### config.mk
export PLATFORM = sky130hd
export DESIGN_NAME = sar_adc_control_regs
export DESIGN_NICKNAME = d
export VERILOG_FILES = /design/src/rtl/conv_ctrl_pkg.sv /design/src/rtl/sar_adc_control_regs.sv /design/src/rtl/conv_clk_divider.sv /design/src/rtl/conv_sequencer.sv
export SDC_FILE = /design/constraint.sdc
export NUM_CORES = 1
export LEC_CHECK = 0
export ABC_AREA = 1
export BUFFER_PORTS_ARGS = -buffer_cell sky130_fd_sc_hd__buf_2
export CORE_ASPECT_RATIO = 0.7
export CORE_MARGIN = 1
export CORE_UTILIZATION = 48
export DETAILED_ROUTE_END_ITERATION = 12
export PLACE_DENSITY = 0.82
export SLEW_MARGIN = 20
export SYNTH_ARGS = -nofsm -noshare
export SYNTH_HDL_FRONTEND = slang
export SYNTH_SLANG_ARGS = --single-unit
### constraint.sdc
create_clock -name clk_i -period 1.5 [get_ports clk_i]
set_input_delay 0.3 -clock clk_i [delete_from_list [all_inputs] [get_ports clk_i]]
set_output_delay 0.3 -clock clk_i [all_outputs]
set_load 0.005 [all_outputs]
### src/rtl/conv_ctrl_pkg.sv
package conv_ctrl_pkg;

    // ---------------------------------------------------------------
    // Register indexes (byte address is four times the index)
    // ---------------------------------------------------------------
    localparam int IDX_W = 8;
    localparam logic [7:0] IRQ_EN2_IDX = 8'h9A;
    localparam logic [7:0] PORT2_IDX = 8'h9E;
    localparam logic [7:0] PORT3_IDX = 8'h9F;
    localparam logic [7:0] IRQ_REQ2_IDX = 8'hBF;
    localparam logic [7:0] MODE_IDX = 8'hD2;
    localparam logic [7:0] RES_HIGH_IDX = 8'hD3;
    localparam logic [7:0] AUX_IDX = 8'hD4;
    localparam logic [7:0] REF_IDX = 8'hD5;
    localparam logic [7:0] PORT4_IDX = 8'hD6;
    localparam logic [7:0] PORT5_IDX = 8'hD7;

    // ---------------------------------------------------------------
    // Field positions
    // ---------------------------------------------------------------
    localparam int POWER_BIT = 7;
    localparam int START_BIT = 6;
    localparam int DONE_BIT = 5;
    localparam int CHAN_LSB = 0;
    localparam int CHAN_W = 5;
    localparam int GATE_BIT = 6;
    localparam int CLKDIV_LSB = 4;
    localparam int EXT_HIGH_BIT = 7;
    localparam int EXT_LOW_BIT = 6;
    localparam int PWM_EN_BIT = 4;
    localparam int SUPPLY_BIT = 2;
    localparam int LEVEL_LSB = 0;
    localparam int IRQ_EN_BIT = 3;
    localparam int IRQ_FLAG_BIT = 2;
    localparam int PORT2_LSB = 4;
    localparam int PORT5_W = 6;

    // ---------------------------------------------------------------
    // Reset values
    // ---------------------------------------------------------------
    localparam logic RESET_BIT = 1'b0;
    localparam logic [4:0] CHAN_RST = 5'h00;
    localparam logic [1:0] CLKDIV_RST = 2'h0;
    localparam logic [1:0] LEVEL_RST = 2'h0;
    localparam logic [7:0] PORT_CFG_RST = 8'h00;

    // ---------------------------------------------------------------
    // Encodings
    // ---------------------------------------------------------------
    localparam logic [1:0] DIV16_SEL = 2'h0;
    localparam logic [1:0] DIV8_SEL = 2'h1;
    localparam logic [1:0] DIV1_SEL = 2'h2;
    localparam logic [1:0] DIV2_SEL = 2'h3;
    localparam logic [1:0] LEVEL_SUPPLY = 2'h3;
    localparam logic [4:0] CH_EXT_LAST = 5'h0B;
    localparam logic [4:0] CH_OPAMP0 = 5'h18;
    localparam logic [4:0] CH_OPAMP1 = 5'h19;
    localparam logic [4:0] CH_INTERNAL = 5'h1A;
    localparam int EXT_CH_N = 12;

    // ---------------------------------------------------------------
    // Timing: periods of the converter clock divided by four
    // ---------------------------------------------------------------
    localparam int CONV_PERIODS = 16;
    localparam int CONV_CLK_PER_PERIOD = 4;
    localparam int CONV_TICKS = CONV_PERIODS * CONV_CLK_PER_PERIOD;

    typedef enum logic {SEQ_IDLE, SEQ_RUN} seq_state_type;

endpackage

### src/rtl/sar_adc_control_regs.sv
`timescale 1ns/100ps
module sar_adc_control_regs (
    // Clock and reset
    input wire logic clk_i,
    input wire logic rst_i,
    input wire logic ce_i,
    // Wishbone slave
    input wire logic cyc_i,
    input wire logic stb_i,
    input wire logic we_i,
    input wire logic [9:0] adr_i,
    input wire logic [3:0] sel_i,
    input wire logic [31:0] dat_i,
    output logic [31:0] dat_o,
    output logic ack_o,
    // Trigger from the PWM generator
    input wire logic pwm_trig_i,
    // Analog core
    input wire logic [11:0] conv_result_i,
    output logic conv_power_on_o,
    output logic conv_run_o,
    output logic conv_clk_en_o,
    output logic [11:0] ext_channel_en_o,
    output logic [1:0] opamp_channel_en_o,
    output logic internal_channel_en_o,
    output logic int_high_ref_en_o,
    output logic [1:0] high_ref_level_o,
    output logic ext_high_ref_sel_o,
    output logic ext_low_ref_sel_o,
    // Pure analog pin configuration
    output logic [3:0] port2_pure_analog_o,
    output logic [7:0] port3_pure_analog_o,
    output logic [7:0] port4_pure_analog_o,
    output logic [5:0] port5_pure_analog_o,
    // Interrupt request to the controller
    output logic conv_irq_o
);
    import conv_ctrl_pkg::*;

    // ---------------------------------------------------------------
    // Declarations
    // ---------------------------------------------------------------
    logic conv_power_on_ff;
    logic conv_start_cmd_ff;
    logic conv_done_ff;
    logic [4:0] input_channel_sel_ff;
    logic channel_global_gate_ff;
    logic [1:0] conv_clock_div_sel_ff;
    logic ext_high_ref_sel_ff;
    logic ext_low_ref_sel_ff;
    logic pwm_trigger_start_en_ff;
    logic supply_ref_force_ff;
    logic [1:0] internal_ref_level_sel_ff;
    logic [3:0] port2_cfg_ff;
    logic [7:0] port3_cfg_ff;
    logic [7:0] port4_cfg_ff;
    logic [5:0] port5_cfg_ff;
    logic conv_irq_enable_ff;
    logic conv_irq_flag_ff;
    logic [11:0] result_ff;
    logic start_pulse_ff;
    logic [IDX_W-1:0] idx;
    logic bus_req;
    logic wr_en;
    logic [7:0] wdat;
    logic sw_start;
    logic start_req;
    logic start_ok;
    logic abort;
    logic seq_busy;
    logic seq_done;
    logic seq_tick;
    logic [7:0] nxt_rdata;

    assign idx = adr_i[9:2];
    assign bus_req = cyc_i && stb_i;
    // A write lands on the edge at which the master samples ack.
    assign wr_en = bus_req && we_i && ack_o && sel_i[0];
    assign wdat = dat_i[7:0];

    // ---------------------------------------------------------------
    // Start arbitration
    // ---------------------------------------------------------------
    // Software or an enabled PWM trigger may request a conversion.
    assign sw_start = wr_en && (idx == MODE_IDX) && wdat[START_BIT];
    assign start_req = sw_start || (pwm_trig_i && pwm_trigger_start_en_ff);
    // Requests while unpowered or busy are dropped.
    assign start_ok = start_req && conv_power_on_ff && !seq_busy && !start_pulse_ff;
    // Removing power mid-conversion abandons it without a result.
    assign abort = !conv_power_on_ff;

    // ---------------------------------------------------------------
    // Wishbone handshake
    // ---------------------------------------------------------------
    // Ack rises one cycle after the request and drops after one cycle.
    always_ff @(posedge clk_i) begin
        if (rst_i) begin
            ack_o <= 1'b0;
        end else if (ce_i) begin
            ack_o <= bus_req && !ack_o;
        end
    end

    // Read multiplexer; unmapped indexes read as zero.
    always_comb begin
        nxt_rdata = 8'h00;
        if (idx == MODE_IDX) begin
            nxt_rdata = {conv_power_on_ff, conv_start_cmd_ff, conv_done_ff, input_channel_sel_ff};
        end else if (idx == RES_HIGH_IDX) begin
            nxt_rdata = result_ff[11:4];
        end else if (idx == AUX_IDX) begin
            nxt_rdata = {1'b0, channel_global_gate_ff, conv_clock_div_sel_ff, result_ff[3:0]};
        end else if (idx == REF_IDX) begin
            nxt_rdata = {ext_high_ref_sel_ff, ext_low_ref_sel_ff, 1'b0, pwm_trigger_start_en_ff,
                         1'b0, supply_ref_force_ff, internal_ref_level_sel_ff};
        end else if (idx == PORT2_IDX) begin
            nxt_rdata = {port2_cfg_ff, 4'h0};
        end else if (idx == PORT3_IDX) begin
            nxt_rdata = port3_cfg_ff;
        end else if (idx == PORT4_IDX) begin
            nxt_rdata = port4_cfg_ff;
        end else if (idx == PORT5_IDX) begin
            nxt_rdata = {2'h0, port5_cfg_ff};
        end else if (idx == IRQ_EN2_IDX) begin
            nxt_rdata = {4'h0, conv_irq_enable_ff, 3'h0};
        end else if (idx == IRQ_REQ2_IDX) begin
            nxt_rdata = {5'h00, conv_irq_flag_ff, 2'h0};
        end
    end

    // Read data is registered with the ack and stands while ack is high.
    always_ff @(posedge clk_i) begin
        if (rst_i) begin
            dat_o <= 32'h00000000;
        end else if (ce_i) begin
            dat_o <= (bus_req && !we_i && !ack_o) ? {24'h000000, nxt_rdata} : 32'h00000000;
        end
    end

    // ---------------------------------------------------------------
    // Mode register: power, start and done
    // ---------------------------------------------------------------
    // Power bit and channel field are plain software fields.
    always_ff @(posedge clk_i) begin
        if (rst_i) begin
            conv_power_on_ff <= RESET_BIT;
            input_channel_sel_ff <= CHAN_RST;
        end else if (ce_i && wr_en && idx == MODE_IDX) begin
            conv_power_on_ff <= wdat[POWER_BIT];
            input_channel_sel_ff <= wdat[CHAN_LSB +: CHAN_W];
        end
    end

    // Start bit stays set while a conversion is pending or running.
    always_ff @(posedge clk_i) begin
        if (rst_i) begin
            conv_start_cmd_ff <= RESET_BIT;
            start_pulse_ff <= 1'b0;
        end else if (ce_i) begin
            start_pulse_ff <= start_ok;
            if (start_ok) begin
                conv_start_cmd_ff <= 1'b1;
            end else if (seq_done || abort) begin
                conv_start_cmd_ff <= 1'b0;
            end
        end
    end

    // Done bit: cleared by a start, set at completion, which beats a clear.
    always_ff @(posedge clk_i) begin
        if (rst_i) begin
            conv_done_ff <= RESET_BIT;
        end else if (ce_i) begin
            if (seq_done) begin
                conv_done_ff <= 1'b1;
            end else if (start_ok) begin
                conv_done_ff <= 1'b0;
            end else if (wr_en && idx == MODE_IDX) begin
                conv_done_ff <= wdat[DONE_BIT];
            end
        end
    end

    // ---------------------------------------------------------------
    // Auxiliary and reference registers
    // ---------------------------------------------------------------
    // Channel gate and converter clock divider.
    always_ff @(posedge clk_i) begin
        if (rst_i) begin
            channel_global_gate_ff <= RESET_BIT;
            conv_clock_div_sel_ff <= CLKDIV_RST;
        end else if (ce_i && wr_en && idx == AUX_IDX) begin
            channel_global_gate_ff <= wdat[GATE_BIT];
            conv_clock_div_sel_ff <= wdat[CLKDIV_LSB +: 2];
        end
    end

    // Reference sources, PWM trigger enable and internal level.
    always_ff @(posedge clk_i) begin
        if (rst_i) begin
            ext_high_ref_sel_ff <= RESET_BIT;
            ext_low_ref_sel_ff <= RESET_BIT;
            pwm_trigger_start_en_ff <= RESET_BIT;
            supply_ref_force_ff <= RESET_BIT;
            internal_ref_level_sel_ff <= LEVEL_RST;
        end else if (ce_i && wr_en && idx == REF_IDX) begin
            ext_high_ref_sel_ff <= wdat[EXT_HIGH_BIT];
            ext_low_ref_sel_ff <= wdat[EXT_LOW_BIT];
            pwm_trigger_start_en_ff <= wdat[PWM_EN_BIT];
            supply_ref_force_ff <= wdat[SUPPLY_BIT];
            internal_ref_level_sel_ff <= wdat[LEVEL_LSB +: 2];
        end
    end

    // ---------------------------------------------------------------
    // Pin configuration registers
    // ---------------------------------------------------------------
    // Each set bit isolates its pin's digital input.
    always_ff @(posedge clk_i) begin
        if (rst_i) begin
            port2_cfg_ff <= PORT_CFG_RST[3:0];
            port3_cfg_ff <= PORT_CFG_RST;
            port4_cfg_ff <= PORT_CFG_RST;
            port5_cfg_ff <= PORT_CFG_RST[5:0];
        end else if (ce_i && wr_en) begin
            if (idx == PORT2_IDX) begin
                port2_cfg_ff <= wdat[PORT2_LSB +: 4];
            end else if (idx == PORT3_IDX) begin
                port3_cfg_ff <= wdat;
            end else if (idx == PORT4_IDX) begin
                port4_cfg_ff <= wdat;
            end else if (idx == PORT5_IDX) begin
                port5_cfg_ff <= wdat[PORT5_W-1:0];
            end
        end
    end

    // ---------------------------------------------------------------
    // Interrupt enable and flag
    // ---------------------------------------------------------------
    // Enable bit is a plain software field.
    always_ff @(posedge clk_i) begin
        if (rst_i) begin
            conv_irq_enable_ff <= RESET_BIT;
        end else if (ce_i && wr_en && idx == IRQ_EN2_IDX) begin
            conv_irq_enable_ff <= wdat[IRQ_EN_BIT];
        end
    end

    // Flag is set at completion; a same-cycle software clear loses.
    always_ff @(posedge clk_i) begin
        if (rst_i) begin
            conv_irq_flag_ff <= RESET_BIT;
        end else if (ce_i) begin
            if (seq_done) begin
                conv_irq_flag_ff <= 1'b1;
            end else if (wr_en && idx == IRQ_REQ2_IDX) begin
                conv_irq_flag_ff <= wdat[IRQ_FLAG_BIT];
            end
        end
    end

    // ---------------------------------------------------------------
    // Result capture
    // ---------------------------------------------------------------
    // Result is loaded only at a completed conversion; no reset value.
    always_ff @(posedge clk_i) begin
        if (ce_i && seq_done) begin
            result_ff <= conv_result_i;
        end
    end

    // ---------------------------------------------------------------
    // Conversion timing
    // ---------------------------------------------------------------
    conv_clk_divider u_divider (
        .clk_i(clk_i),
        .rst_i(rst_i),
        .ce_i(ce_i),
        .run_i(seq_busy),
        .div_sel_i(conv_clock_div_sel_ff),
        .tick_o(seq_tick)
    );

    // Sixteen quarter-rate periods equal sixty-four converter clocks.
    conv_sequencer #(
        .TICKS(CONV_TICKS)
    ) u_sequencer (
        .clk_i(clk_i),
        .rst_i(rst_i),
        .ce_i(ce_i),
        .start_i(start_pulse_ff),
        .abort_i(abort),
        .tick_i(seq_tick),
        .busy_o(seq_busy),
        .done_o(seq_done)
    );

    // ---------------------------------------------------------------
    // Analog side outputs
    // ---------------------------------------------------------------
    // Core controls are registered copies of the decoded settings.
    always_ff @(posedge clk_i) begin
        if (rst_i) begin
            conv_power_on_o <= 1'b0;
            conv_run_o <= 1'b0;
            conv_clk_en_o <= 1'b0;
            int_high_ref_en_o <= 1'b1;
            high_ref_level_o <= LEVEL_RST;
            ext_high_ref_sel_o <= 1'b0;
            ext_low_ref_sel_o <= 1'b0;
            conv_irq_o <= 1'b0;
        end else if (ce_i) begin
            conv_power_on_o <= conv_power_on_ff;
            conv_run_o <= seq_busy;
            conv_clk_en_o <= seq_tick && seq_busy;
            int_high_ref_en_o <= !ext_high_ref_sel_ff;
            high_ref_level_o <= supply_ref_force_ff ? LEVEL_SUPPLY : internal_ref_level_sel_ff;
            ext_high_ref_sel_o <= ext_high_ref_sel_ff;
            ext_low_ref_sel_o <= ext_low_ref_sel_ff;
            conv_irq_o <= conv_irq_flag_ff && conv_irq_enable_ff;
        end
    end

    // Pure analog masks follow the configuration registers.
    always_ff @(posedge clk_i) begin
        if (rst_i) begin
            port2_pure_analog_o <= PORT_CFG_RST[3:0];
            port3_pure_analog_o <= PORT_CFG_RST;
            port4_pure_analog_o <= PORT_CFG_RST;
            port5_pure_analog_o <= PORT_CFG_RST[5:0];
        end else if (ce_i) begin
            port2_pure_analog_o <= port2_cfg_ff;
            port3_pure_analog_o <= port3_cfg_ff;
            port4_pure_analog_o <= port4_cfg_ff;
            port5_pure_analog_o <= port5_cfg_ff;
        end
    end

    // External channel switches: one per pin, closed only when gated.
    genvar ch;
    generate
        for (ch = 0; ch < EXT_CH_N; ch = ch + 1) begin : g_ext_ch
            always_ff @(posedge clk_i) begin
                if (rst_i) begin
                    ext_channel_en_o[ch] <= 1'b0;
                end else if (ce_i) begin
                    ext_channel_en_o[ch] <= channel_global_gate_ff && (input_channel_sel_ff == 5'(ch));
                end
            end
        end
    endgenerate

    // Internal channels; reserved codes close no switch.
    always_ff @(posedge clk_i) begin
        if (rst_i) begin
            opamp_channel_en_o <= 2'h0;
            internal_channel_en_o <= 1'b0;
        end else if (ce_i) begin
            opamp_channel_en_o[0] <= channel_global_gate_ff && (input_channel_sel_ff == CH_OPAMP0);
            opamp_channel_en_o[1] <= channel_global_gate_ff && (input_channel_sel_ff == CH_OPAMP1);
            internal_channel_en_o <= channel_global_gate_ff && (input_channel_sel_ff == CH_INTERNAL);
        end
    end
endmodule

### src/rtl/conv_clk_divider.sv
`timescale 1ns/100ps
module conv_clk_divider (
    // Clock and reset
    input wire logic clk_i,
    input wire logic rst_i,
    input wire logic ce_i,
    // Control
    input wire logic run_i,
    input wire logic [1:0] div_sel_i,
    // Converter clock enable
    output logic tick_o
);
    import conv_ctrl_pkg::*;

    logic [3:0] cnt_ff;
    logic [3:0] term;

    // Terminal count of the prescaler for each divide setting.
    always_comb begin
        case (div_sel_i)
            DIV16_SEL: term = 4'hF;
            DIV8_SEL: term = 4'h7;
            DIV1_SEL: term = 4'h0;
            default: term = 4'h1;
        endcase
    end

    // Prescaler restarts whenever no conversion runs.
    always_ff @(posedge clk_i) begin
        if (rst_i) begin
            cnt_ff <= 4'h0;
            tick_o <= 1'b0;
        end else if (ce_i) begin
            if (!run_i || cnt_ff >= term) begin
                cnt_ff <= 4'h0;
            end else begin
                cnt_ff <= cnt_ff + 4'h1;
            end
            tick_o <= run_i && (cnt_ff >= term);
        end
    end
endmodule

### src/rtl/conv_sequencer.sv
`timescale 1ns/100ps
module conv_sequencer #(
    parameter int TICKS = conv_ctrl_pkg::CONV_TICKS
) (
    // Clock and reset
    input wire logic clk_i,
    input wire logic rst_i,
    input wire logic ce_i,
    // Control
    input wire logic start_i,
    input wire logic abort_i,
    input wire logic tick_i,
    // Status
    output logic busy_o,
    output logic done_o
);
    import conv_ctrl_pkg::*;

    seq_state_type state_ff;
    logic [7:0] cnt_ff;

    // Counts converter clock periods from start to end of conversion.
    always_ff @(posedge clk_i) begin
        if (rst_i) begin
            state_ff <= SEQ_IDLE;
            cnt_ff <= 8'h00;
            busy_o <= 1'b0;
            done_o <= 1'b0;
        end else if (ce_i) begin
            done_o <= 1'b0;
            case (state_ff)
                SEQ_IDLE: begin
                    cnt_ff <= 8'h00;
                    if (start_i) begin
                        state_ff <= SEQ_RUN;
                        busy_o <= 1'b1;
                    end
                end
                default: begin
                    if (abort_i) begin
                        state_ff <= SEQ_IDLE;
                        busy_o <= 1'b0;
                    end else if (tick_i) begin
                        if (cnt_ff == 8'(TICKS - 1)) begin
                            state_ff <= SEQ_IDLE;
                            busy_o <= 1'b0;
                            done_o <= 1'b1;
                        end else begin
                            cnt_ff <= cnt_ff + 8'h01;
                        end
                    end
                end
            endcase
        end
    end
endmodule

==> results of run 1 <==
[worst register-to-register path: stages (launching register included)]
cell and delay (ps):
sky130_fd_sc_hd__dfxtp_2 330, sky130_fd_sc_hd__buf_6 130, sky130_fd_sc_hd__ha_4 260, sky130_fd_sc_hd__inv_2 30
sky130_fd_sc_hd__o21bai_1 140, sky130_fd_sc_hd__nand3_1 150, sky130_fd_sc_hd__nand3_4 140, sky130_fd_sc_hd__nor2_4 50
sky130_fd_sc_hd__a22oi_2 140, sky130_fd_sc_hd__nor2_1 70
[cell families after synthesis]
family                   count (synthesis)  synth area share, %
AND/OR/NAND/NOR                        259                 20.5
AO/OA/AOI/OAI                          214                 19.0
buffers and inverters                  137                 10.8
flip-flops                             133                 48.1
adder cells (fa/ha/maj)                  6                 1.30
XOR/XNOR                                 1                0.152
other                                    1               0.0649
[repair_timing]
| item | in CTS | in global routing |
|---|---|---|
| setup buffers | 4 | 4 |
| pin swaps | 12 | 26 |
| cloned | 2 | 0 |
| setup endpoints to repair | 48 | 60 |
| resized for setup | 43 | 77 |
[flip-flops by register name, summed over array words and instances (netlist names), 4 cells and up]
name	count
ext_channel_en_o	12
result_ff	12
dat_o	8
port3_cfg_ff	8
port3_pure_analog_o	8
port4_cfg_ff	8
port4_pure_analog_o	8
u_sequencer.cnt_ff	8
port5_cfg_ff	6
port5_pure_analog_o	6
input_channel_sel_ff	5
port2_cfg_ff	4
port2_pure_analog_o	4
u_divider.cnt_ff	4
[path summary, 6_finish.rpt]
kind	cells past startpoint	slack (ps)	to	from
worst max-delay path	9	-60	u_divider.cnt_ff[1]$_SDFFE_PP0P_	conv_clock_div_sel_ff[1]$_SDFFE_PP0P_
worst min-delay path	1	60	result_ff[6]$_DFFE_PP_	conv_result_i[6]
worst min register to register	2	460	ext_channel_en_o[7]$_SDFFE_PP0P_	ext_channel_en_o[7]$_SDFFE_PP0P_
worst max register to register	9	-60	u_divider.cnt_ff[1]$_SDFFE_PP0P_	conv_clock_div_sel_ff[1]$_SDFFE_PP0P_
[cell type report]
cell class / instances / area, um2
Clock inverter: 11 / 125
Clock buffer: 21 / 470
Tap cell: 157 / 196
Timing Repair Buffer: 156 / 1000
Fill cell: 928 / 3980
Inverter: 81 / 310
Multi-Input combinational cell: 506 / 2850
Sequential cell: 133 / 2790
[synthesized netlist by cell type, types with 3 or more instances]
| master | instances |
|---|---|
| sky130_fd_sc_hd__inv_1 | 70 |
| sky130_fd_sc_hd__dfxtp_1 | 121 |
| sky130_fd_sc_hd__o21ai_1 | 15 |
| sky130_fd_sc_hd__a31oi_1 | 3 |
| sky130_fd_sc_hd__ha_1 | 6 |
| sky130_fd_sc_hd__buf_2 | 5 |
| sky130_fd_sc_hd__nand3_1 | 37 |
| sky130_fd_sc_hd__a21oi_1 | 107 |
| sky130_fd_sc_hd__nand2_2 | 3 |
| sky130_fd_sc_hd__edfxtp_1 | 12 |
| sky130_fd_sc_hd__clkbuf_1 | 23 |
| sky130_fd_sc_hd__nand2_1 | 111 |
| sky130_fd_sc_hd__nand4_1 | 9 |
| sky130_fd_sc_hd__buf_4 | 24 |
| sky130_fd_sc_hd__inv_2 | 9 |
| sky130_fd_sc_hd__or2_2 | 5 |
| sky130_fd_sc_hd__nor2_1 | 61 |
| sky130_fd_sc_hd__nor3_1 | 13 |
| sky130_fd_sc_hd__nor2_2 | 7 |
| sky130_fd_sc_hd__o21ai_0 | 81 |
| sky130_fd_sc_hd__nor3_2 | 3 |
[metal layers]
| metal | vias to the layer above | track usage [%] |
|---|---|---|
| met3 | 49 | 7.55 |
| met2 | 298 | 41.3 |
| met5 | - | 0 |
| met4 | 0 | 9.00 |
| li1 | 2757 | - |
| met1 | 2636 | 37.8 |
[power by group through the flow]
stage	combinational [mW]	sequential, mW	clock, mW
finish	0.483	3.65	4.16
global route	0.526	3.65	4.35
CTS	0.451	3.65	4.15
detailed placement	0.429	3.72	0
global placement	0.423	3.72	0
floorplan	0.250	3.73	0
==> results.md, run 1 <==
| Group | Quantity | This run |
| --- | --- | --- |
| run status | Outcome | finished, violations left |
| run status | Failing checks | setup timing |
| power | Share of power burned in the clock network | 50.2% |
| floorplan | Starting Density | 49.3% |
| clock tree | Clock buffer count from CTS | 17 |
| min path | Class of the tightest hold or removal check | input port to flip-flop |
| place | Gpl congestion | 0.911 |
| worst setup path | Critical path class | flip-flop to flip-flop |
| worst setup path | Largest fanout on the critical path | 4 |
| power | Switching fraction of total power | 23.1% |
| logic synthesis | Post-Synthesis Cell Area | 5780 um2 |
| routing | First drt pass iteration count | 5 |
| routing | WL final | 17300 um |
| clock tree | Clock tree from TritonCTS | built |
| timing | Total Neg Setup Slack | -247 ps |
| routing | Routed wl met3 | 1540 um |
| floorplan | Die area | 12500 um2 |
| timing | Number of failing hold endpoints at the final stage | 0 |
| layout | Final std cells w/o fill | 1065 |
| grt | GRT Total Usage | 27.4% |
| logic synthesis | Share of synthesized area occupied by flip-flops and latches | 48.1% |
| logic synthesis | Number of synthesized register bits | 133 |
| worst setup path | Slowest CP cell | sky130_fd_sc_hd__dfxtp_2 |
| power | Overall power after layout | 8.29 mW |
| floorplan | Die width | 133 um |
| layout | Area of all placed cells without fillers | 7750 um2 |
| clock tree | Clock-pin slew on the worst setup and hold paths | 60 ps |
| routing | Met2 wire len | 7600 um |
| layout | Most used cells in the layout excluding fill and tap cells | sky130_fd_sc_hd__dfxtp_1, sky130_fd_sc_hd__nand2_1, sky130_fd_sc_hd__buf_2 |
| power | Net switching component of the power | 1.91 mW |
| power | Power share of the combinational group | 5.8% |
| floorplan | Num rows | 33 |
| grt | Residual overflow from global routing | 0 |
| grt | Pin count of the biggest net entering global routing | 67 |
| clock tree | H-tree depth reported by CTS | 4 |
| clock tree | CTS Hold Buffers Added | 0 |
| logic synthesis | Area share of the leading cell type in the synthesized netlist | 41.9% |
| layout | Utilization after layout | 66.1% |
| routing | Routed length on met1 | 7670 um |
| floorplan | Core area | 11700 um2 |
| timing | Top achievable clock speed | 639 MHz |
| worst setup path | Worst stage delay on the critical path | 330 ps |
| logic synthesis | Cell taking the most area after synthesis | sky130_fd_sc_hd__dfxtp_1 |
| worst setup path | Data arrival at the endpoint of the critical path | 1850 ps |
| layout | NumNets Final | 966 |
| grt | Antenna violations before repair | 0 |
| routing | Avg WL per Cell | 16.2 um |
| logic synthesis | Count of different cell masters after synthesis | 38 |
| routing | DRC | 0 |
| layout | Share of post-route cells with drive strength above 1 | 32.9% |
| logic synthesis | Gate count of the mapped netlist | 751 |
| power | Power Dens Cells | 1070 nW/um2 |
| timing | Final worst path period need | 1560 ps |
| routing | Top routing layer in use | met4 |
| place | Post-placement cell area | 6680 um2 |
| logic synthesis | Leading post-synthesis cells by cell area | sky130_fd_sc_hd__dfxtp_1, sky130_fd_sc_hd__a21oi_1, sky130_fd_sc_hd__nand2_1 |
| routing | Detail-routed via count per cell | 5.39 |
| logic synthesis | Fraction of registers with async set/reset | 0% |
| power | Max rail drop VDD | 0.000918 V |
| logic synthesis | Yosys warning count | 0 |
| layout | Area growth from synthesis to layout | 34.0% |
| timing | Final number of setup-violating endpoints | 10 |
| worst setup path | Type of destination of the critical path | flip-flop |
| floorplan | Vertical extent of the die | 93.8 um |
| worst setup path | Category of the worst setup path launch point | flip-flop |
| routing | DR vias | 5740 |
| routing | Remaining number of nets flagged by the antenna check after routing | 0 |
| layout | Number of antenna repair diodes | 0 |
| place | Post-detailed-placement half-perimeter wirelength | 11100 um |
| layout | Commonest non-fill, non-tap cell in the layout | sky130_fd_sc_hd__dfxtp_1 |
| grt | Wire length of the first global-routing pass | 26200 um |
| clock tree | Master cell of the clock root buffer | sky130_fd_sc_hd__clkbuf_16 |
| timing | Portion of the clock cycle consumed by the worst path in the final layout | 104% |
| power | Internal power contribution | 6.38 mW |
| logic synthesis | Post-synth EDFFs | 12 |
| floorplan | Boundary Pins | 148 |
| routing | Number of DRC violations after detailed-routing iteration 0 | 616 |
| run | Max-cap violations | 0 |
| timing | Worst Hold Slack | 55.5 ps |
| place | Worst slack at placement | -290 ps |
| place | Cell total after placement | 1024 |
| worst setup path | Cell class contributing the biggest share of worst-path delay | simple AND/OR/NAND/NOR gates |
| timing | Final Slew Violations | 0 |
| power | Sequential share of power | 44.0% |
| logic synthesis | Flip-flop cell with the highest count after synthesis | sky130_fd_sc_hd__dfxtp_1 |
| timing | Worst clock skew | 8.12 ps |
| clock tree | Clk sink count | 133 |
| worst setup path | Data required time of the worst path | 1780 ps |
| place | # port buffers | 94 |
| clock tree | Worst-skew pair later-pin latency | 420 ps |
| worst setup path | Series of cell instances along the critical path | buf_6, ha_4, inv_2, o21bai_1, nand3_1, nand3_4, nor2_4, a22oi_2, nor2_1 |
| logic synthesis | Syn_area_per_cell | 7.70 um2 |
| clock tree | Longest Clk Path Bufs | 2 |
| timing | Setup repair after global routing missed its margin | true |
| power | Reported leakage power | 3.28 nW |
| timing | Setup WS post-layout | -64.0 ps |
| grt | Via count of the first global-routing pass | 5063 |
| worst setup path | Crit path buf inv count | 2 |
No activity file was read; power rests on OpenSTA's default activity.
==> run 2, diff against run 1 <==
PLACE_DENSITY = 0.81   (was 0.82)
==> run 2 against run 1 <==
Effect of this change: utilization is 0.53 points lower; sequential cell count stayed put; register-to-register slack gained 30 ps; sequential power is essentially flat; hold slack improved by 1.9 ps; via count is 1.6% lower; non-clock buffer count fell by 6; the flow still finishes with violations (setup timing); critical path depth increased by 1; clock power is 12% higher.
==> results.md, run 2 (synthesized netlist as in run 1, its figures left out) <==
| Group | Quantity | This run | Delta |
| --- | --- | --- | --- |
| run status | Outcome | finished, violations left |  |
| run status | Failing checks | setup timing |  |
| worst setup path | Worst stage delay on the critical path | 340 ps | about the same |
| clock tree | Clock tree from TritonCTS | built |  |
| timing | Final worst path period need | 1540 ps | -28.9 ps |
| worst setup path | Largest fanout on the critical path | 5 | +1 |
| worst setup path | Worst reg-to-reg path cell count | 10 | +1 |
| timing | Worst clock skew | 4.93 ps | -3.19 ps |
| layout | Area growth from synthesis to layout | 32.9% |  |
| routing | Number of DRC violations after detailed-routing iteration 0 | 704 | +14% |
| min path | Class of the tightest hold or removal check | input port to flip-flop |  |
| timing | Portion of the clock cycle consumed by the worst path in the final layout | 102% | -1.9 points |
| min path | Hold Path Cell Cnt | 1 | unchanged |
| power | Reported leakage power | 3.29 nW | +0.12% |
| clock tree | Master cell of the clock root buffer | sky130_fd_sc_hd__clkbuf_16 |  |
| timing | Setup WS post-layout | -35.1 ps | +28.9 ps |
| layout | Largest registers | ext_channel_en_o (12), result_ff (12) |  |
| floorplan | Vertical extent of the die | 93.8 um | unchanged |
| floorplan | Die width | 133 um | unchanged |
| place | Post-detailed-placement half-perimeter wirelength | 10800 um | -2.8% |
| timing | Final Slew Violations | 0 | unchanged |
| floorplan | Die area | 12500 um2 | unchanged |
| clock tree | H-tree depth reported by CTS | 4 | unchanged |
| grt | Antenna violations before repair | 0 | unchanged |
| worst setup path | Data arrival at the endpoint of the critical path | 1880 ps | +30 ps |
| timing | Number of failing hold endpoints at the final stage | 0 | unchanged |
| worst setup path | Register-to-register setup slack | -40 ps | +30 ps |
| routing | WL final | 16600 um | -4.1% |
| layout | Number of antenna repair diodes | 0 | unchanged |
| routing | First drt pass iteration count | 5 | unchanged |
| routing | Detail-routed via count per cell | 5.34 | -0.92% |
| clock tree | Worst-skew pair later-pin latency | 420 ps | about the same |
| place | Gpl congestion | 0.954 | +4.7% |
| timing | Worst Hold Slack | 57.4 ps | +1.95 ps |
| floorplan | Num rows | 33 | unchanged |
| worst setup path | Data required time of the worst path | 1850 ps | +70 ps |
| layout | Number of inserted filler cells in the final layout | 920 | -0.86% |
| worst setup path | Slowest CP cell | sky130_fd_sc_hd__dfxtp_2 |  |
| clock tree | Longest Clk Path Bufs | 2 | unchanged |
| place | # port buffers | 94 | unchanged |
| clock tree | Clock buffer count from CTS | 17 | unchanged |
| layout | NumNets Final | 959 | -0.72% |
| grt | Via count of the first global-routing pass | 4993 | -1.4% |
| layout | Commonest non-fill, non-tap cell in the layout | sky130_fd_sc_hd__dfxtp_1 |  |
| min path | Hold Path End | result_ff[4]$_DFFE_PP_ |  |
| layout | Utilization after layout | 65.5% | -0.53 points |
| power | Max rail drop VDD | 0.000806 V | -12% |
| clock tree | Clock-pin slew on the worst setup and hold paths | 60 ps | about the same |
| routing | DRC | 0 | unchanged |
| routing | DR vias | 5650 | -1.6% |
| layout | Share of post-route cells with drive strength above 1 | 30.5% | -2.4 points |
| timing | Top achievable clock speed | 651 MHz | +1.9% |
| grt | Pin count of the biggest net entering global routing | 63 | -6.0% |
| timing | Total Neg Setup Slack | -205 ps | +42.1 ps |
| place | Worst slack at placement | -276 ps | +14.2 ps |
| floorplan | Starting Density | 49.3% | unchanged |
| timing | Setup repair after global routing missed its margin | true |  |
| worst setup path | Critical path class | flip-flop to flip-flop |  |
| worst setup path | Worst reg2reg startpoint | ack_o$_SDFFE_PP0P_ |  |
| grt | GRT Total Usage | 26.8% | -0.61 points |
| floorplan | Boundary Pins | 148 | unchanged |
| power | Power Dens Cells | 1140 nW/um2 | +6.5% |
| layout | Most used cells in the layout excluding fill and tap cells | sky130_fd_sc_hd__dfxtp_1, sky130_fd_sc_hd__nand2_1, sky130_fd_sc_hd__a21oi_1 |  |
| grt | Residual overflow from global routing | 0 | unchanged |
| worst setup path | Series of cell instances along the critical path | nand3_2, nor2_2, inv_2, nor2_4, inv_2, nor3_4, buf_6, nand3_4, buf_6, a21oi_2 |  |
| clock tree | Clk sink count | 133 | unchanged |
| routing | Avg WL per Cell | 15.7 um | -3.5% |
| clock tree | CTS Hold Buffers Added | 0 | unchanged |
| worst setup path | Endpoint of the most critical register-to-register path | port5_cfg_ff[0]$_SDFFE_PP0P_ |  |
| run | Max-cap violations | 0 | unchanged |
| routing | Remaining number of nets flagged by the antenna check after routing | 0 | unchanged |
| worst setup path | Type of destination of the critical path | flip-flop |  |
| grt | Wire length of the first global-routing pass | 25700 um | -1.9% |
| min path | Hold path start | conv_result_i[4] |  |
| floorplan | Core area | 11700 um2 | unchanged |
| timing | Final number of setup-violating endpoints | 9 | -1 |
| worst setup path | Category of the worst setup path launch point | flip-flop |  |
[run 2: timing repair]
item,4_1_cts,5_1_grt
endpoints found under the setup margin,46,56
resized for setup,32,65
setup buffers,0,4
cloned,1,0
pin swaps,5,23
[run 2: worst max path at each step]
stage                        from                           end  slack, ps
6_report       ack_o$_SDFFE_PP0P_  port5_cfg_ff[0]$_SDFFE_PP0P_        -40
5_1_grt        ack_o$_SDFFE_PP0P_  port5_cfg_ff[1]$_SDFFE_PP0P_       -120
4_1_cts        ack_o$_SDFFE_PP0P_  port5_cfg_ff[0]$_SDFFE_PP0P_        -30
3_5_place_dp             adr_i[7]         dat_o[5]$_SDFFE_PP0P_       -280
3_3_place_gp             adr_i[7]         dat_o[5]$_SDFFE_PP0P_       -290
2_1_floorplan  ack_o$_SDFFE_PP0P_  port4_cfg_ff[6]$_SDFFE_PP0P_          4
[run 2: area by class of cell]
| cell class | instances | area (um2) | share of cell area (%) |
|---|---|---|---|
| timing repair buffer | 150 | 963 | 12.5 |
| clock inverter | 9 | 163 | 2.12 |
| clock buffer | 23 | 509 | 6.63 |
| tap | 157 | 196 | 2.56 |
| inverter | 81 | 310 | 4.04 |
| multi-input combinational | 505 | 2750 | 35.8 |
| sequential | 133 | 2790 | 36.3 |
[run 2: where the power goes]
group          leakage, nW  switching [mW]  internal (mW)  total, mW
clock network        0.325            1.56           3.07       4.64
registers             1.09          0.0192           3.63       3.65
logic                 1.87           0.308          0.167      0.475
[run 2: metal layers]
layer  global-route usage (%)  routed length (um)  up-vias
met2                     39.7                7150      283
met4                     9.56                 404        0
li1                         -                   -     2741
met3                     7.01                1620       36
met1                     37.4                7390     2590
met5                        0                   0        -
[run 2: per-stage QoR]
stage	total power [mW]	area, um2	cells
floorplan	3.98	5880	774
global placement	4.14	6670	1021
detailed placement	4.14	6670	1021
CTS	8.75	7440	1054
global route	9.02	7680	1058
finish	8.76	7680	1058
[run 2: worst max-delay path, delay by kind of cell, from the launching register on]
family                 cells  cell delay (ps)
and+or+nand+nor            5              570
buffers and inverters      4              440
DFF                        1              340
AOI/OAI and AO/OA          1              110
==> run 3, diff against run 2 <==
RECOVER_POWER = 25   (was unset)
==> run 3 against run 2 <==
Effect of this change: the flow still finishes with violations (setup timing); clock skew hardly changed; sequential power hardly changed; setup slack worse by 8.1 ps; count of clock-buffer cells in the layout stayed put; largest power group unchanged.
==> results.md, run 3 (synthesized netlist as in run 1, its figures left out) <==
| Group | Quantity | This run | Delta |
| --- | --- | --- | --- |
| worst setup path | Largest fanout on the critical path | 5 | unchanged |
| grt | Residual overflow from global routing | 0 | unchanged |
| routing | Routed length on met1 | 7460 um | +0.91% |
| timing | Setup repair after global routing missed its margin | true |  |
| timing | Final number of setup-violating endpoints | 9 | unchanged |
| grt | Pin count of the biggest net entering global routing | 63 | unchanged |
| worst setup path | Cell class contributing the biggest share of worst-path delay | simple AND/OR/NAND/NOR gates |  |
| floorplan | Starting Density | 49.3% | unchanged |
| routing | Met2 wire len | 7250 um | +1.4% |
| power | Sequential share of power | 41.6% | about the same |
| power | Switching fraction of total power | 21.7% | +0.099 points |
| timing | Number of failing hold endpoints at the final stage | 0 | unchanged |
| clock tree | Longest Clk Path Bufs | 2 | unchanged |
| floorplan | Die area | 12500 um2 | unchanged |
| floorplan | Vertical extent of the die | 93.8 um | unchanged |
| floorplan | Core area | 11700 um2 | unchanged |
| timing | Final Slew Violations | 0 | unchanged |
| run | Max-cap violations | 0 | unchanged |
| grt | Antenna violations before repair | 0 | unchanged |
| power | Overall power after layout | 8.76 mW | about the same |
| routing | DRC | 0 | unchanged |
| timing | Portion of the clock cycle consumed by the worst path in the final layout | 103% | +0.54 points |
| timing | Final worst path period need | 1540 ps | +8.09 ps |
| timing | Worst clock skew | 4.70 ps | -0.230 ps |
| run status | Failing checks | setup timing |  |
| layout | Commonest non-fill, non-tap cell in the layout | sky130_fd_sc_hd__dfxtp_1 |  |
| clock tree | Clock tree from TritonCTS | built |  |
| clock tree | Clock-pin slew on the worst setup and hold paths | 60 ps | about the same |
| timing | Setup WS post-layout | -43.2 ps | -8.09 ps |
| worst setup path | Slowest CP cell | sky130_fd_sc_hd__dfxtp_2 |  |
| power | Power share of the combinational group | 5.4% | about the same |
| place | Post-detailed-placement half-perimeter wirelength | 10800 um | unchanged |
| power | Max rail drop VDD | 0.000808 V | +0.29% |
| clock tree | Clk sink count | 133 | unchanged |
| worst setup path | Data required time of the worst path | 1850 ps | about the same |
| worst setup path | Type of destination of the critical path | flip-flop |  |
| timing | Top achievable clock speed | 648 MHz | -0.52% |
| power | Net switching component of the power | 1.90 mW | +0.56% |
| layout | Utilization after layout | 65.4% | -0.16 points |
| routing | DR vias | 5642 | -0.14% |
| grt | Wire length of the first global-routing pass | 25700 um | unchanged |
| routing | Remaining number of nets flagged by the antenna check after routing | 0 | unchanged |
| timing | Max_slew headroom | 56.8% |  |
| routing | Number of DRC violations after detailed-routing iteration 0 | 674 | -4.3% |
| power | Share of power burned in the clock network | 53.0% | about the same |
| floorplan | Die width | 133 um | unchanged |
| grt | Via count of the first global-routing pass | 4993 | unchanged |
| floorplan | Boundary Pins | 148 | unchanged |
| routing | Top routing layer in use | met4 |  |
| layout | Final std cells w/o fill | 1058 | unchanged |
| clock tree | Worst-skew pair later-pin latency | 420 ps | about the same |
| place | Cell total after placement | 1021 | unchanged |
| power | Reported leakage power | 3.28 nW | -0.18% |
| layout | Share of post-route cells with drive strength above 1 | 30.3% | -0.22 points |
| worst setup path | Number of gates on the worst path with buffers counted | 10 | unchanged |
| clock tree | H-tree depth reported by CTS | 4 | unchanged |
| min path | Hold Path Cell Cnt | 1 | unchanged |
| layout | Largest registers | ext_channel_en_o (12), result_ff (12) |  |
| layout | Area growth from synthesis to layout | 32.6% |  |
| place | Gpl congestion | 0.954 | unchanged |
| place | # port buffers | 94 | unchanged |
| worst setup path | Series of cell instances along the critical path | nand3_2, nor2_2, inv_2, nor2_4, inv_2, nor3_4, buf_6, nand3_4, buf_6, a21oi_2 |  |
| worst setup path | Critical path class | flip-flop to flip-flop |  |
| timing | Slew of the pin with the lowest slew margin | 648 ps |  |
| min path | Class of the tightest hold or removal check | input port to flip-flop |  |
| clock tree | Master cell of the clock root buffer | sky130_fd_sc_hd__clkbuf_16 |  |
| routing | Avg WL per Cell | 15.8 um | +0.76% |
| layout | NumNets Final | 959 | unchanged |
| grt | GRT Total Usage | 26.8% | unchanged |
| clock tree | CTS Hold Buffers Added | 0 | unchanged |
| worst setup path | Worst reg-to-reg path cell count | 10 | unchanged |
| routing | WL final | 16700 um | +0.76% |
| worst setup path | Register-to-register setup slack | -40 ps | about the same |
| worst setup path | Data arrival at the endpoint of the critical path | 1890 ps | about the same |
| floorplan | Num rows | 33 | unchanged |
| routing | Detail-routed via count per cell | 5.33 | -0.14% |
| run status | Outcome | finished, violations left |  |
| layout | Most used cells in the layout excluding fill and tap cells | sky130_fd_sc_hd__dfxtp_1, sky130_fd_sc_hd__nand2_1, sky130_fd_sc_hd__a21oi_1 |  |
| clock tree | Clock buffer count from CTS | 17 | unchanged |
| routing | Routed wl met3 | 1620 um | about the same |
| layout | Number of antenna repair diodes | 0 | unchanged |
| power | Internal power contribution | 6.87 mW | about the same |
| place | Worst slack at placement | -276 ps | unchanged |
| worst setup path | Worst stage delay on the critical path | 340 ps | about the same |
| power | Power Dens Cells | 1140 nW/um2 | +0.34% |
| worst setup path | Category of the worst setup path launch point | flip-flop |  |
| worst setup path | Crit path buf inv count | 4 | unchanged |
| routing | First drt pass iteration count | 5 | unchanged |
-- run 3: power groups by stage --
stage                     sequential (mW)  combinational, mW  clock, mW
final                                3.65              0.473       4.65
after global routing                 3.65              0.518       4.85
after CTS                            3.65              0.438       4.66
after detailed placement             3.72              0.423          0
after global placement               3.72              0.416          0
after floorplan                      3.73              0.250          0
-- run 3: layout make-up --
type,count,area [um2]
well taps,157,196
multi-input cells,505,2750
repair buffers,150,945
fillers,924,4060
clock inverters,9,163
flip-flops and latches,133,2790
clock buffers,23,509
inverters,81,310
-- run 3: worst register-to-register path, cell delays in order, from the launching register on --
cell and delay, ps:
sky130_fd_sc_hd__dfxtp_2 340, sky130_fd_sc_hd__nand3_2 70, sky130_fd_sc_hd__nor2_2 110, sky130_fd_sc_hd__inv_2 70, sky130_fd_sc_hd__nor2_4 110, sky130_fd_sc_hd__inv_2 60, sky130_fd_sc_hd__nor3_4 170, sky130_fd_sc_hd__buf_6 160
sky130_fd_sc_hd__nand3_4 110, sky130_fd_sc_hd__buf_6 160, sky130_fd_sc_hd__a21oi_2 110
-- run 3: metal layers --
layer  up-vias  global-route usage, %
li1       2740                      -
met1      2583                   37.4
met2       284                   39.7
met3        35                   7.01
met4         0                   9.56
met5         -                      0
-- run 3: repair_timing --
| item | 4_1_cts | 5_1_grt |
|---|---|---|
| cloned | 1 | 0 |
| resized for setup | 32 | 65 |
| endpoints found under the hold margin | 0 | 0 |
| setup buffers | 0 | 4 |
| pin swaps | 5 | 23 |
| setup endpoints to repair | 46 | 56 |
-- run 3: path summary, 6_finish.rpt --
check / startpoint / endpoint
max: ack_o$_SDFFE_PP0P_ / port5_cfg_ff[0]$_SDFFE_PP0P_
min: conv_result_i[4] / result_ff[4]$_DFFE_PP_
max reg2reg: ack_o$_SDFFE_PP0P_ / port5_cfg_ff[0]$_SDFFE_PP0P_
min reg2reg: conv_run_o$_SDFFE_PP0P_ / conv_run_o$_SDFFE_PP0P_
-- run 3: stage by stage --
stage                     TNS [ps]  hold slack, ps  instance area, um2
final                         -224            54.6                7660
after global routing         -2080            43.3                7660
after CTS                    -62.6            48.3                7440
after detailed placement     -9310             449                6670
after global placement       -8260             453                6670
after floorplan                  0             399                5880
